### src/logic/osc_consts.svh
// Constants for the oscillator control register block.
// Assumes inclusion by bare name from the logic folder.
`ifndef OSC_CONSTS_SVH
`define OSC_CONSTS_SVH
// Register addresses
`define OSC_ADDR_CONTROL 2'h0
`define OSC_ADDR_STATUS 2'h1
`define OSC_ADDR_TUNING 2'h2
// Control register fields
`define OSC_CTL_MULT_BIT 7
`define OSC_CTL_FSEL_HI 6
`define OSC_CTL_FSEL_LO 3
`define OSC_CTL_SCS_HI 1
`define OSC_CTL_SCS_LO 0
// Reset values
`define OSC_FSEL_RESET 4'h7
`define OSC_SCS_RESET 2'h0
`define OSC_TRIM_RESET 6'h00
// Tuning register trim field
`define OSC_TRIM_HI 5
`define OSC_TRIM_LO 0
// Status bit positions
`define OSC_ST_SEC_READY 7
`define OSC_ST_MULT_READY 6
`define OSC_ST_CONFIGURED 5
`define OSC_ST_HF_READY 4
`define OSC_ST_HF_LOCKED 3
`define OSC_ST_MF_READY 2
`define OSC_ST_LF_READY 1
`define OSC_ST_HF_STABLE 0
// Start-up timer oscillation count
`define OSC_STARTUP_COUNT 11'h400
// Configured modes that need the start-up timer (crystal and resonator)
`define OSC_MODE_LP 3'h0
`define OSC_MODE_XT 3'h1
`define OSC_MODE_HS 3'h2
`endif

### src/logic/osc_pkg.sv
// Types shared by the oscillator control register block.
// Assumes nothing of its surroundings.
package osc_pkg;
	// Source feeding the system clock
	typedef enum logic [3:0] {
		OSC_SRC_CONFIGURED = 4'h1,
		OSC_SRC_SECONDARY = 4'h2,
		OSC_SRC_INTERNAL = 4'h4,
		OSC_SRC_STARTUP = 4'h8
	} osc_src_t;
	// Internal oscillator chosen by the frequency field
	typedef enum logic [1:0] {
		OSC_INT_HF = 2'h0,
		OSC_INT_MF = 2'h1,
		OSC_INT_LF = 2'h2
	} osc_int_t;
endpackage : osc_pkg

### src/logic/osc_startup_timer.sv
// Start-up timer counting oscillations of the configured oscillator.
// Assumes osc_edge is already synchronised to clk, one pulse per oscillation.
`timescale 1ns/1ps
`default_nettype none
`include "osc_consts.svh"
module osc_startup_timer
(
	input wire logic clk,
	input wire logic rst_b,
	input wire logic restart,
	input wire logic osc_edge,
	output logic done
);
	logic [10:0] count;

	always_ff @(posedge clk)
	begin
		if (!rst_b || restart)
		begin
			count <= 11'h000;
			done <= 1'b0;
		end
		else if (osc_edge && !done)
		begin
			count <= count + 11'h001;
			done <= (count + 11'h001) == `OSC_STARTUP_COUNT; // [RULE_16]
		end
	end
endmodule : osc_startup_timer
`default_nettype wire

### src/logic/osc_ctrl.sv
// Oscillator control, status and tuning registers with clock selection.
// Assumes a plain register port on clk; oscillator readiness inputs are
// asynchronous and configuration inputs are static after reset.
//
// Summary of operation
// RULE_01: Configured multiplier enable forces multiplier on
// RULE_02: Else software bit enables the multiplier
// RULE_03: Codes 1111..1000 pick halving high-frequency rates
// RULE_04: Code 1110 gives 8 or 32 MHz
// RULE_05: Mid and low codes; field resets 0111
// RULE_06: Duplicate rates come from high-frequency oscillator
// RULE_07: Control bit 2 reads zero
// RULE_08: Clock select routes internal, secondary, configured
// RULE_09: Secondary ready, or one when timer disabled
// RULE_10: Status bit 6 shows multiplier ready
// RULE_11: Status bit 5 shows configured clock running
// RULE_12: Status bits 4,2,1 show oscillator readiness
// RULE_13: Status bit 3 shows 2% lock
// RULE_14: Status bit 0 shows 0.5% stability
// RULE_15: Six-bit two's-complement trim field
// RULE_16: Crystal modes wait 1024 oscillations first
// RULE_17: Failure fallback uses frequency select choice
// RULE_18: Status register writes have no effect
//
// Our own choices: the address-and-strobe port and the register addresses.
`timescale 1ns/1ps
`default_nettype none
`include "osc_consts.svh"
module osc_ctrl
(
	input wire logic clk,
	input wire logic rst_b,
	input wire logic [1:0] reg_addr,
	input wire logic [7:0] reg_wdata,
	input wire logic reg_write,
	input wire logic reg_read,
	output logic [7:0] reg_rdata,
	input wire logic cfg_multiplier_enable,
	input wire logic [2:0] cfg_oscillator_mode,
	input wire logic timer_secondary_osc_enable,
	input wire logic configured_osc_edge,
	input wire logic clock_failure_monitor,
	input wire logic secondary_osc_ready,
	input wire logic multiplier_ready,
	input wire logic high_freq_osc_ready,
	input wire logic high_freq_osc_locked,
	input wire logic mid_freq_osc_ready,
	input wire logic low_freq_osc_ready,
	input wire logic high_freq_osc_stable,
	output logic multiplier_on,
	output osc_pkg::osc_src_t clock_source,
	output osc_pkg::osc_int_t internal_osc,
	output logic [4:0] internal_div_log2,
	output logic [5:0] freq_trim_out
);
	// ------------------------------------------------------------
	// Register state
	// ------------------------------------------------------------
	logic soft_multiplier_enable;
	logic [3:0] internal_freq_select;
	logic [1:0] system_clock_select;
	logic [5:0] freq_trim;
	logic [7:0] sync_a;
	logic [7:0] sync_b;
	logic [1:0] edge_sync;
	logic edge_prev;
	logic osc_edge;
	logic scs_changed;
	logic startup_done;
	logic crystal_mode;
	logic [7:0] status_now;
	osc_pkg::osc_src_t next_source;
	osc_pkg::osc_int_t next_internal;
	logic [4:0] next_div;

	// ------------------------------------------------------------
	// Control and tuning writes
	// ------------------------------------------------------------
	always_ff @(posedge clk)
	begin
		if (!rst_b)
		begin
			soft_multiplier_enable <= 1'b0;
			internal_freq_select <= `OSC_FSEL_RESET; // [RULE_05]
			system_clock_select <= `OSC_SCS_RESET;
		end
		else if (reg_write && reg_addr == `OSC_ADDR_CONTROL)
		begin
			soft_multiplier_enable <= reg_wdata[`OSC_CTL_MULT_BIT];
			internal_freq_select <= reg_wdata[`OSC_CTL_FSEL_HI:`OSC_CTL_FSEL_LO];
			system_clock_select <= reg_wdata[`OSC_CTL_SCS_HI:`OSC_CTL_SCS_LO];
		end
	end

	always_ff @(posedge clk)
	begin
		if (!rst_b)
			freq_trim <= `OSC_TRIM_RESET;
		else if (reg_write && reg_addr == `OSC_ADDR_TUNING)
			freq_trim <= reg_wdata[`OSC_TRIM_HI:`OSC_TRIM_LO]; // [RULE_15]
	end

	// ------------------------------------------------------------
	// Synchronisers for oscillator status inputs
	// ------------------------------------------------------------
	always_ff @(posedge clk)
	begin
		if (!rst_b)
		begin
			sync_a <= 8'h00;
			sync_b <= 8'h00;
			edge_sync <= 2'h0;
			edge_prev <= 1'b0;
		end
		else
		begin
			sync_a <= {secondary_osc_ready, multiplier_ready, clock_failure_monitor,
				high_freq_osc_ready, high_freq_osc_locked, mid_freq_osc_ready,
				low_freq_osc_ready, high_freq_osc_stable};
			sync_b <= sync_a;
			edge_sync <= {edge_sync[0], configured_osc_edge};
			edge_prev <= edge_sync[1];
		end
	end

	assign osc_edge = edge_sync[1] && !edge_prev;

	// ------------------------------------------------------------
	// Start-up timer, restarted by a clock select change
	// ------------------------------------------------------------
	assign scs_changed = reg_write && reg_addr == `OSC_ADDR_CONTROL
		&& reg_wdata[`OSC_CTL_SCS_HI:`OSC_CTL_SCS_LO] != system_clock_select;
	assign crystal_mode = cfg_oscillator_mode == `OSC_MODE_LP
		|| cfg_oscillator_mode == `OSC_MODE_XT || cfg_oscillator_mode == `OSC_MODE_HS;

	osc_startup_timer u_startup
	(
		.clk(clk),
		.rst_b(rst_b),
		.restart(scs_changed),
		.osc_edge(osc_edge),
		.done(startup_done)
	);

	// ------------------------------------------------------------
	// Frequency decode
	// ------------------------------------------------------------
	always_comb
	begin
		next_internal = osc_pkg::OSC_INT_LF;
		next_div = 5'h00;
		case (internal_freq_select)
			4'hF, 4'hE, 4'hD, 4'hC, 4'hB, 4'hA, 4'h9, 4'h8:
			begin
				// 16 MHz halved per step below 1111 [RULE_03] [RULE_06]
				next_internal = osc_pkg::OSC_INT_HF;
				next_div = 5'(4'hF - internal_freq_select);
				// 1110 with the software multiplier bit gives 32 MHz [RULE_04]
				if (internal_freq_select == 4'hE && soft_multiplier_enable)
					next_div = 5'h1F;
			end
			4'h7, 4'h6, 4'h5, 4'h4:
			begin
				// 500 kHz halved per step [RULE_05]
				next_internal = osc_pkg::OSC_INT_MF;
				next_div = 5'(4'h7 - internal_freq_select);
			end
			4'h3:
			begin
				// 31.25 kHz from the high-frequency oscillator [RULE_06]
				next_internal = osc_pkg::OSC_INT_HF;
				next_div = 5'h09;
			end
			4'h2:
			begin
				next_internal = osc_pkg::OSC_INT_MF;
				next_div = 5'h04; // [RULE_05]
			end
			default:
			begin
				next_internal = osc_pkg::OSC_INT_LF; // [RULE_05]
				next_div = 5'h00;
			end
		endcase
	end

	// ------------------------------------------------------------
	// Clock source selection
	// ------------------------------------------------------------
	always_comb
	begin
		next_source = osc_pkg::OSC_SRC_INTERNAL;
		case (system_clock_select)
			2'h2, 2'h3: next_source = osc_pkg::OSC_SRC_INTERNAL; // [RULE_08]
			2'h1: next_source = osc_pkg::OSC_SRC_SECONDARY; // [RULE_08]
			2'h0:
			begin
				// Crystal modes select the start-up source until start-up completes [RULE_16]
				if (crystal_mode && !startup_done)
					next_source = osc_pkg::OSC_SRC_STARTUP;
				else
					next_source = osc_pkg::OSC_SRC_CONFIGURED; // [RULE_08]
			end
			default: next_source = osc_pkg::OSC_SRC_INTERNAL;
		endcase
		// Failed external clock falls back to the selected internal one [RULE_17]
		if (sync_b[5] && next_source != osc_pkg::OSC_SRC_INTERNAL)
			next_source = osc_pkg::OSC_SRC_INTERNAL;
	end

	always_ff @(posedge clk)
	begin
		if (!rst_b)
		begin
			clock_source <= osc_pkg::OSC_SRC_INTERNAL;
			internal_osc <= osc_pkg::OSC_INT_MF;
			internal_div_log2 <= 5'h00;
			multiplier_on <= 1'b0;
			freq_trim_out <= `OSC_TRIM_RESET;
		end
		else
		begin
			clock_source <= next_source;
			internal_osc <= next_internal; // [RULE_17]
			internal_div_log2 <= next_div;
			multiplier_on <= cfg_multiplier_enable || soft_multiplier_enable; // [RULE_01] [RULE_02]
			freq_trim_out <= freq_trim; // [RULE_15]
		end
	end

	// ------------------------------------------------------------
	// Status assembly and read port
	// ------------------------------------------------------------
	always_comb
	begin
		status_now = 8'h00;
		status_now[`OSC_ST_SEC_READY] = !timer_secondary_osc_enable || sync_b[7]; // [RULE_09]
		status_now[`OSC_ST_MULT_READY] = sync_b[6]; // [RULE_10]
		status_now[`OSC_ST_CONFIGURED] = clock_source == osc_pkg::OSC_SRC_CONFIGURED; // [RULE_11]
		status_now[`OSC_ST_HF_READY] = sync_b[4]; // [RULE_12]
		status_now[`OSC_ST_HF_LOCKED] = sync_b[3]; // [RULE_13]
		status_now[`OSC_ST_MF_READY] = sync_b[2]; // [RULE_12]
		status_now[`OSC_ST_LF_READY] = sync_b[1]; // [RULE_12]
		status_now[`OSC_ST_HF_STABLE] = sync_b[0]; // [RULE_14]
	end

	always_ff @(posedge clk)
	begin
		if (!rst_b)
			reg_rdata <= 8'h00;
		else if (reg_read)
		begin
			case (reg_addr)
				`OSC_ADDR_CONTROL: reg_rdata <= {soft_multiplier_enable,
					internal_freq_select, 1'b0, system_clock_select}; // [RULE_07]
				`OSC_ADDR_STATUS: reg_rdata <= status_now; // [RULE_18]
				`OSC_ADDR_TUNING: reg_rdata <= {2'h0, freq_trim};
				default: reg_rdata <= 8'h00;
			endcase
		end
		else
			reg_rdata <= 8'h00;
	end
endmodule : osc_ctrl
`default_nettype wire

### config.mk
export PLATFORM = sky130hd
export DESIGN_NAME = osc_ctrl
export DESIGN_NICKNAME = d
export VERILOG_FILES = /design/src/logic/osc_pkg.sv /design/src/logic/osc_startup_timer.sv /design/src/logic/osc_ctrl.sv
export VERILOG_INCLUDE_DIRS = /design/src /design/src/logic
export SDC_FILE = /design/constraint.sdc
export NUM_CORES = 1
export LEC_CHECK = 0
export BUFFER_PORTS_ARGS = -buffer_cell sky130_fd_sc_hd__buf_2
export CAP_MARGIN = 30
export CORE_ASPECT_RATIO = 1.2
export CORE_MARGIN = 2
export CORE_UTILIZATION = 40
export DETAILED_ROUTE_END_ITERATION = 8
export SYNTH_ARGS = -nofsm -noshare
export SYNTH_HDL_FRONTEND = slang
export SYNTH_HIERARCHICAL = 1
export SYNTH_SLANG_ARGS = --single-unit
### constraint.sdc
create_clock -name clk -period 1.6 [get_ports clk]
set_input_delay 0.24 -clock clk [delete_from_list [all_inputs] [get_ports clk]]
set_output_delay 0.24 -clock clk [all_outputs]
set_load 0.05 [all_outputs]
; ---- Word-level counts from Yosys, hierarchy flattened
; Index checks and enable logic that the tools add are counted.
[op_classes]
n_addsub = 3
mul = 0
div = 0
n_lt_le_gt_ge = 0
n_eq_ne = 25
n_shift = 0
n_mux = 6
n_bitwise = 1
reduce_logical = 27
[op_table]
columns = cell, count
row1 = "4-bit == test, second input constant", 8
row2 = 8-bit case mux with 3 select lines, 1
row3 = 5-bit case mux with 4 select lines, 1
row4 = "4-bit by 3-bit == test with 1-bit output, second input constant", 4
row5 = 4-bit case mux with 3 select lines, 1
row6 = "11-bit by 1-bit adder with 11-bit output, second input constant", 1
row7 = "11-bit == test, second input constant", 1
row8 = 9-bit OR reduction, 1
row9 = "4-bit by 2-bit == test with 1-bit output, second input constant", 2
row10 = 1-bit logical AND, 8
row11 = 8-bit OR reduction, 1
row12 = "2-bit == test, second input constant", 3
row13 = 1-bit logical OR, 5
row14 = 5-bit two-way mux, 1
row15 = 5-bit OR reduction, 1
row16 = "3-bit by 4-bit subtractor with 5-bit output, first input constant", 1
row17 = "4-bit by 4-bit subtractor with 5-bit output, first input constant", 1
row18 = "2-bit by 1-bit == test with 1-bit output, second input constant", 2
row19 = "4-bit by 1-bit == test with 1-bit output, second input constant", 1
row20 = 1-bit logical NOT, 4
row21 = 2-bit logical NOT, 2
row22 = 4-bit two-way mux, 1
row23 = "4-bit by 3-bit inequality test with 1-bit output, second input constant", 1
row24 = 2-bit case mux with 2 select lines, 1
row25 = 8 further kinds, 9
[word_totals]
regBits = 70
latchBits = 0
mem_bits_rw = 0
mem_bits_ro = 0
input_bits = 28
output_inout_bits = 26
wordCells = 78
mem_count = 0

; ---- Longest topological paths before layout
[depth]
depth_word = 9
depth_mapped = 8
mapped_depth_nobuf = 6

; ---- Hierarchy
; Netlist, hierarchy kept.
[modules_own_cells]
columns = module, instances, cells_per_inst, area_per_inst_um2, seq_area_each_um2
row1 = osc_ctrl, 1, 188, 1983.2, 1161.1
row2 = osc_startup_timer, 1, 87, 759.5, 240.2

; ---- Worst setup path after synthesis
; Ideal clock, no wire load.
[synth_timing]
path_type = reg-to-reg
start = reg u_startup.count[0]
end = reg u_startup.done
setup_ps = 121
arrival_time_ps = 1546
required_time_ps = 1479
slack_ps = -68
path_stages_with_launch = 6
n_path_buf = 0
period_less_slack_ps = 1668
cell_sequence = dfxtp_1 -> ha_1 -> nand3_2 -> o31a_2 -> o2111ai_1 -> o21ai_1
[synth_via]
elab_chain_len = 2
[synth_rtl]
columns = element, line_no
row1 = start: declaration, osc_startup_timer.sv:14  ; logic [10:0] count;
row2 = start signal: assignment, osc_startup_timer.sv:25  ; count <= count + 11'h001;
row3 = 11-bit by 1-bit adder with 11-bit output, osc_startup_timer.sv:26  ; done <= (count + 11'h001) == `OSC_STARTUP_COUNT;
row4 = 11-bit == test (no line), -
row5 = end signal: assignment, osc_startup_timer.sv:26
row6 = end: declaration, osc_startup_timer.sv:12  ; output logic done
; Every way passes these cells.
; A chain may end at the register's enable or synchronous reset.

; ---- Worst setup path in the final report
; Same ends and word-level chain as after synthesis.

==> reports/results.ini <==
[global_routing]
grt_pass1_wl_mm=9.11
grt_max_degree=30
grt_pass1_vias=1906
grt_overflow_total=0
antenna_found_initial=0
grt_usage=0.158

[clock_tree]
cts.repair.resized=0
cts_buffer_depth=2
clockRootBuffer=clkbuf_8
cts.clk_slew.worst_paths_ns=0.07
cts_setup_buffers=0
cts_tree=yes
cts_buffers=9
cts_num_sinks=70
htree_levels=3
hold_buffers=0
clk_latency_ns=0.35

[placed_design]
portBuffers=53
gp_congestion=0.820
hpwl_mm=3.74
placed_cells=408
placed_area_um2=3100

[die]
start_util=0.408
die-area_um2=7540
core_area_um2=6730
ios=54
die_w_um=79.6
fp-row-count=33
fp.dieH_um=94.7

[timing]
min_period_ns=1.51
clock_skew_ns=0.0124
hold_viol=0
rsz0062_at_grt=false
max_freq_ghz=0.662
setup_tns_ns=0
maxSlewHeadroom=0.662
post-route-period-util=0.944
finalSetupViolations=0
worstMarginPinSlew_ns=0.499
maxSlewViolCount=0

[synthesis]
post-synth-top-count-cell=dfxtp_1
synth.top_cells.by_count=70 x dfxtp_1, 27 x and2_1, 23 x nand2_1, 18 x nor2_1, 13 x mux2i_1
syn_avg_cell_area_um2=9.97
ys_warn_count=6
synth-seq-cells=70
ys_types=55
synth_edf_count=0
synth_nets=305
yosys.area.top_type_share=0.511
synth_largest_area_cell=dfxtp_1
yosys-top-cells-area=dfxtp_1 51%, and2_1 6.2%, mux2i_1 4.7%
seq_area_frac_synth=0.511
netlist_instances=275
yosys_most_used_dff=dfxtp_1
async_reset_ff_frac=0
netlist_area_um2=2740

[critical_path]
slowest_stage=or4b_1
start_kind=flop
max_stage_delay_ns=0.49
path_cells=ha_4 > or4b_1 > nor3_2 > o311ai_1 > o21ai_1
cp.required_ns=1.87
r2r_cells=5
end_kind=flop
worstSetupPathType=reg2reg
cp.arrival_ns=1.78
path_max_fanout=7

[power_and_ir_drop]
power_uw=3360
p_leak_uw=0.00134
power.density_nw_per_um2=1010
ir_drop_uv=520

[drt]
postRouteAntennaNets=0
wl_per_cell_um=12.6
vias=2007
drt_first_pass_iters=4
drc_errors=0
via_per_inst=4.73
drt-initial-drc-count=94
routed_wirelength_mm=5.33

[final_layout]
finalInstanceArea_um2=3310
postLayoutCoreUtil=0.492
syn_to_final_growth_pct=20.6
layout.nets=362
stdcell_count=424
diodes=0
final_layout_size_suffix_gt1_frac=0.285
n_fill_cell=646

[worst_hold_path]
whs_path_depth=2
worstHoldPathType=in2reg

[job]
maxCapViolCount=0

[status]
status=completed

==> power breakdown <==
group | switching (µW) | internal [µW] | total (µW)
registers | 25.8 | 1790 | 1820
logic | 167 | 115 | 283
clock network | 656 | 598 | 1250
==> critical path: cells and delay by family (launching register included) <==
family | cells | cell delay (ns)
DFF | 1 | 0.34
adders and majority gates | 1 | 0.18
and+or+nand+nor | 2 | 0.64
AOI/OAI and AO/OA | 2 | 0.28
==> cell families after synthesis <==
| logic type | Yosys count | share of synthesized area |
|---|---|---|
| buffers and inverters | 19 | 0.0415 |
| XOR/XNOR | 11 | 0.0351 |
| AND/OR/NAND/NOR | 124 | 0.257 |
| AO/OA/AOI/OAI | 36 | 0.0985 |
| multiplexers | 13 | 0.0474 |
| adder cells (fa/ha/maj) | 2 | 0.00912 |
| flip-flops | 70 | 0.511 |
==> routing by layer <==
layer / vias to the layer above / track usage / part of all wire
met4: 0 / 0.0920 / 0.033
li1: 1051 / - / -
met5: - / 0 / 0
met3: 16 / 0.0354 / 0.040
met2: 50 / 0.244 / 0.46
met1: 890 / 0.203 / 0.47
==> final timing paths <==
path / start / end / slack (ns)
max: u_startup/count[0]$_SDFFE_PP0P_ / u_startup/done$_SDFFE_PP0P_ / 0.09
min: high_freq_osc_locked / sync_a[3]$_SDFF_PN0_ / 0.1
max reg2reg: u_startup/count[0]$_SDFFE_PP0P_ / u_startup/done$_SDFFE_PP0P_ / 0.09
min reg2reg: sync_a[5]$_SDFF_PN0_ / sync_b[5]$_SDFF_PN0_ / 0.43
==> sequential cells by signal, indices dropped and copies added, names as in the netlist, 4 cells and up <==
| name | flops |
|---|---|
| clock_source | 4 |
| sync_a | 8 |
| freq_trim | 6 |
| reg_rdata | 8 |
| internal_freq_select | 4 |
| freq_trim_out | 6 |
| internal_div_log2 | 5 |
| sync_b | 8 |
| u_startup/count | 11 |
==> final cells by class <==
type / count / area [µm²] / area share
Timing Repair Buffer: 63 / 353 / 0.107
Clock inverter: 6 / 36.3 / 0.0110
Sequential cell: 70 / 1410 / 0.425
Tap cell: 87 / 109 / 0.0329
Clock buffer: 10 / 138 / 0.0416
Multi-Input combinational cell: 186 / 1260 / 0.381
Inverter: 2 / 7.51 / 0.00227
==> per-stage QoR <==
step | hold WS [ns] | setup WS, ns
CTS | 0.0878 | 0.0275
global route | 0.0838 | 0.00589
floorplan | 0.350 | 0.0422
detailed placement | 0.417 | 0.0589
global placement | 0.415 | 0.101
finish | 0.0994 | 0.0894
==> layout by cell type, fill, tap and decap left out, drive strengths merged, types with 2 or more instances in the layout <==
cell type,n
dfxtp,70
buf,63
and2,27
nand2,24
nor2,18
mux2i,13
clkbuf,10
nand3,10
nor2b,9
xnor2,9
nor3,9
a21boi,9
a21oi,5
o21ai,5
nor4,5
a2bb2oi,4
clkinv,4
nand4,4
o21a,3
nor3b,3
inv,3
nand3b,2
nor4b,2
nand2b,2
xor2,2
and3,2
and2b,2
or3,2
ha,2
No activity file was read; power rests on OpenSTA's default activity.
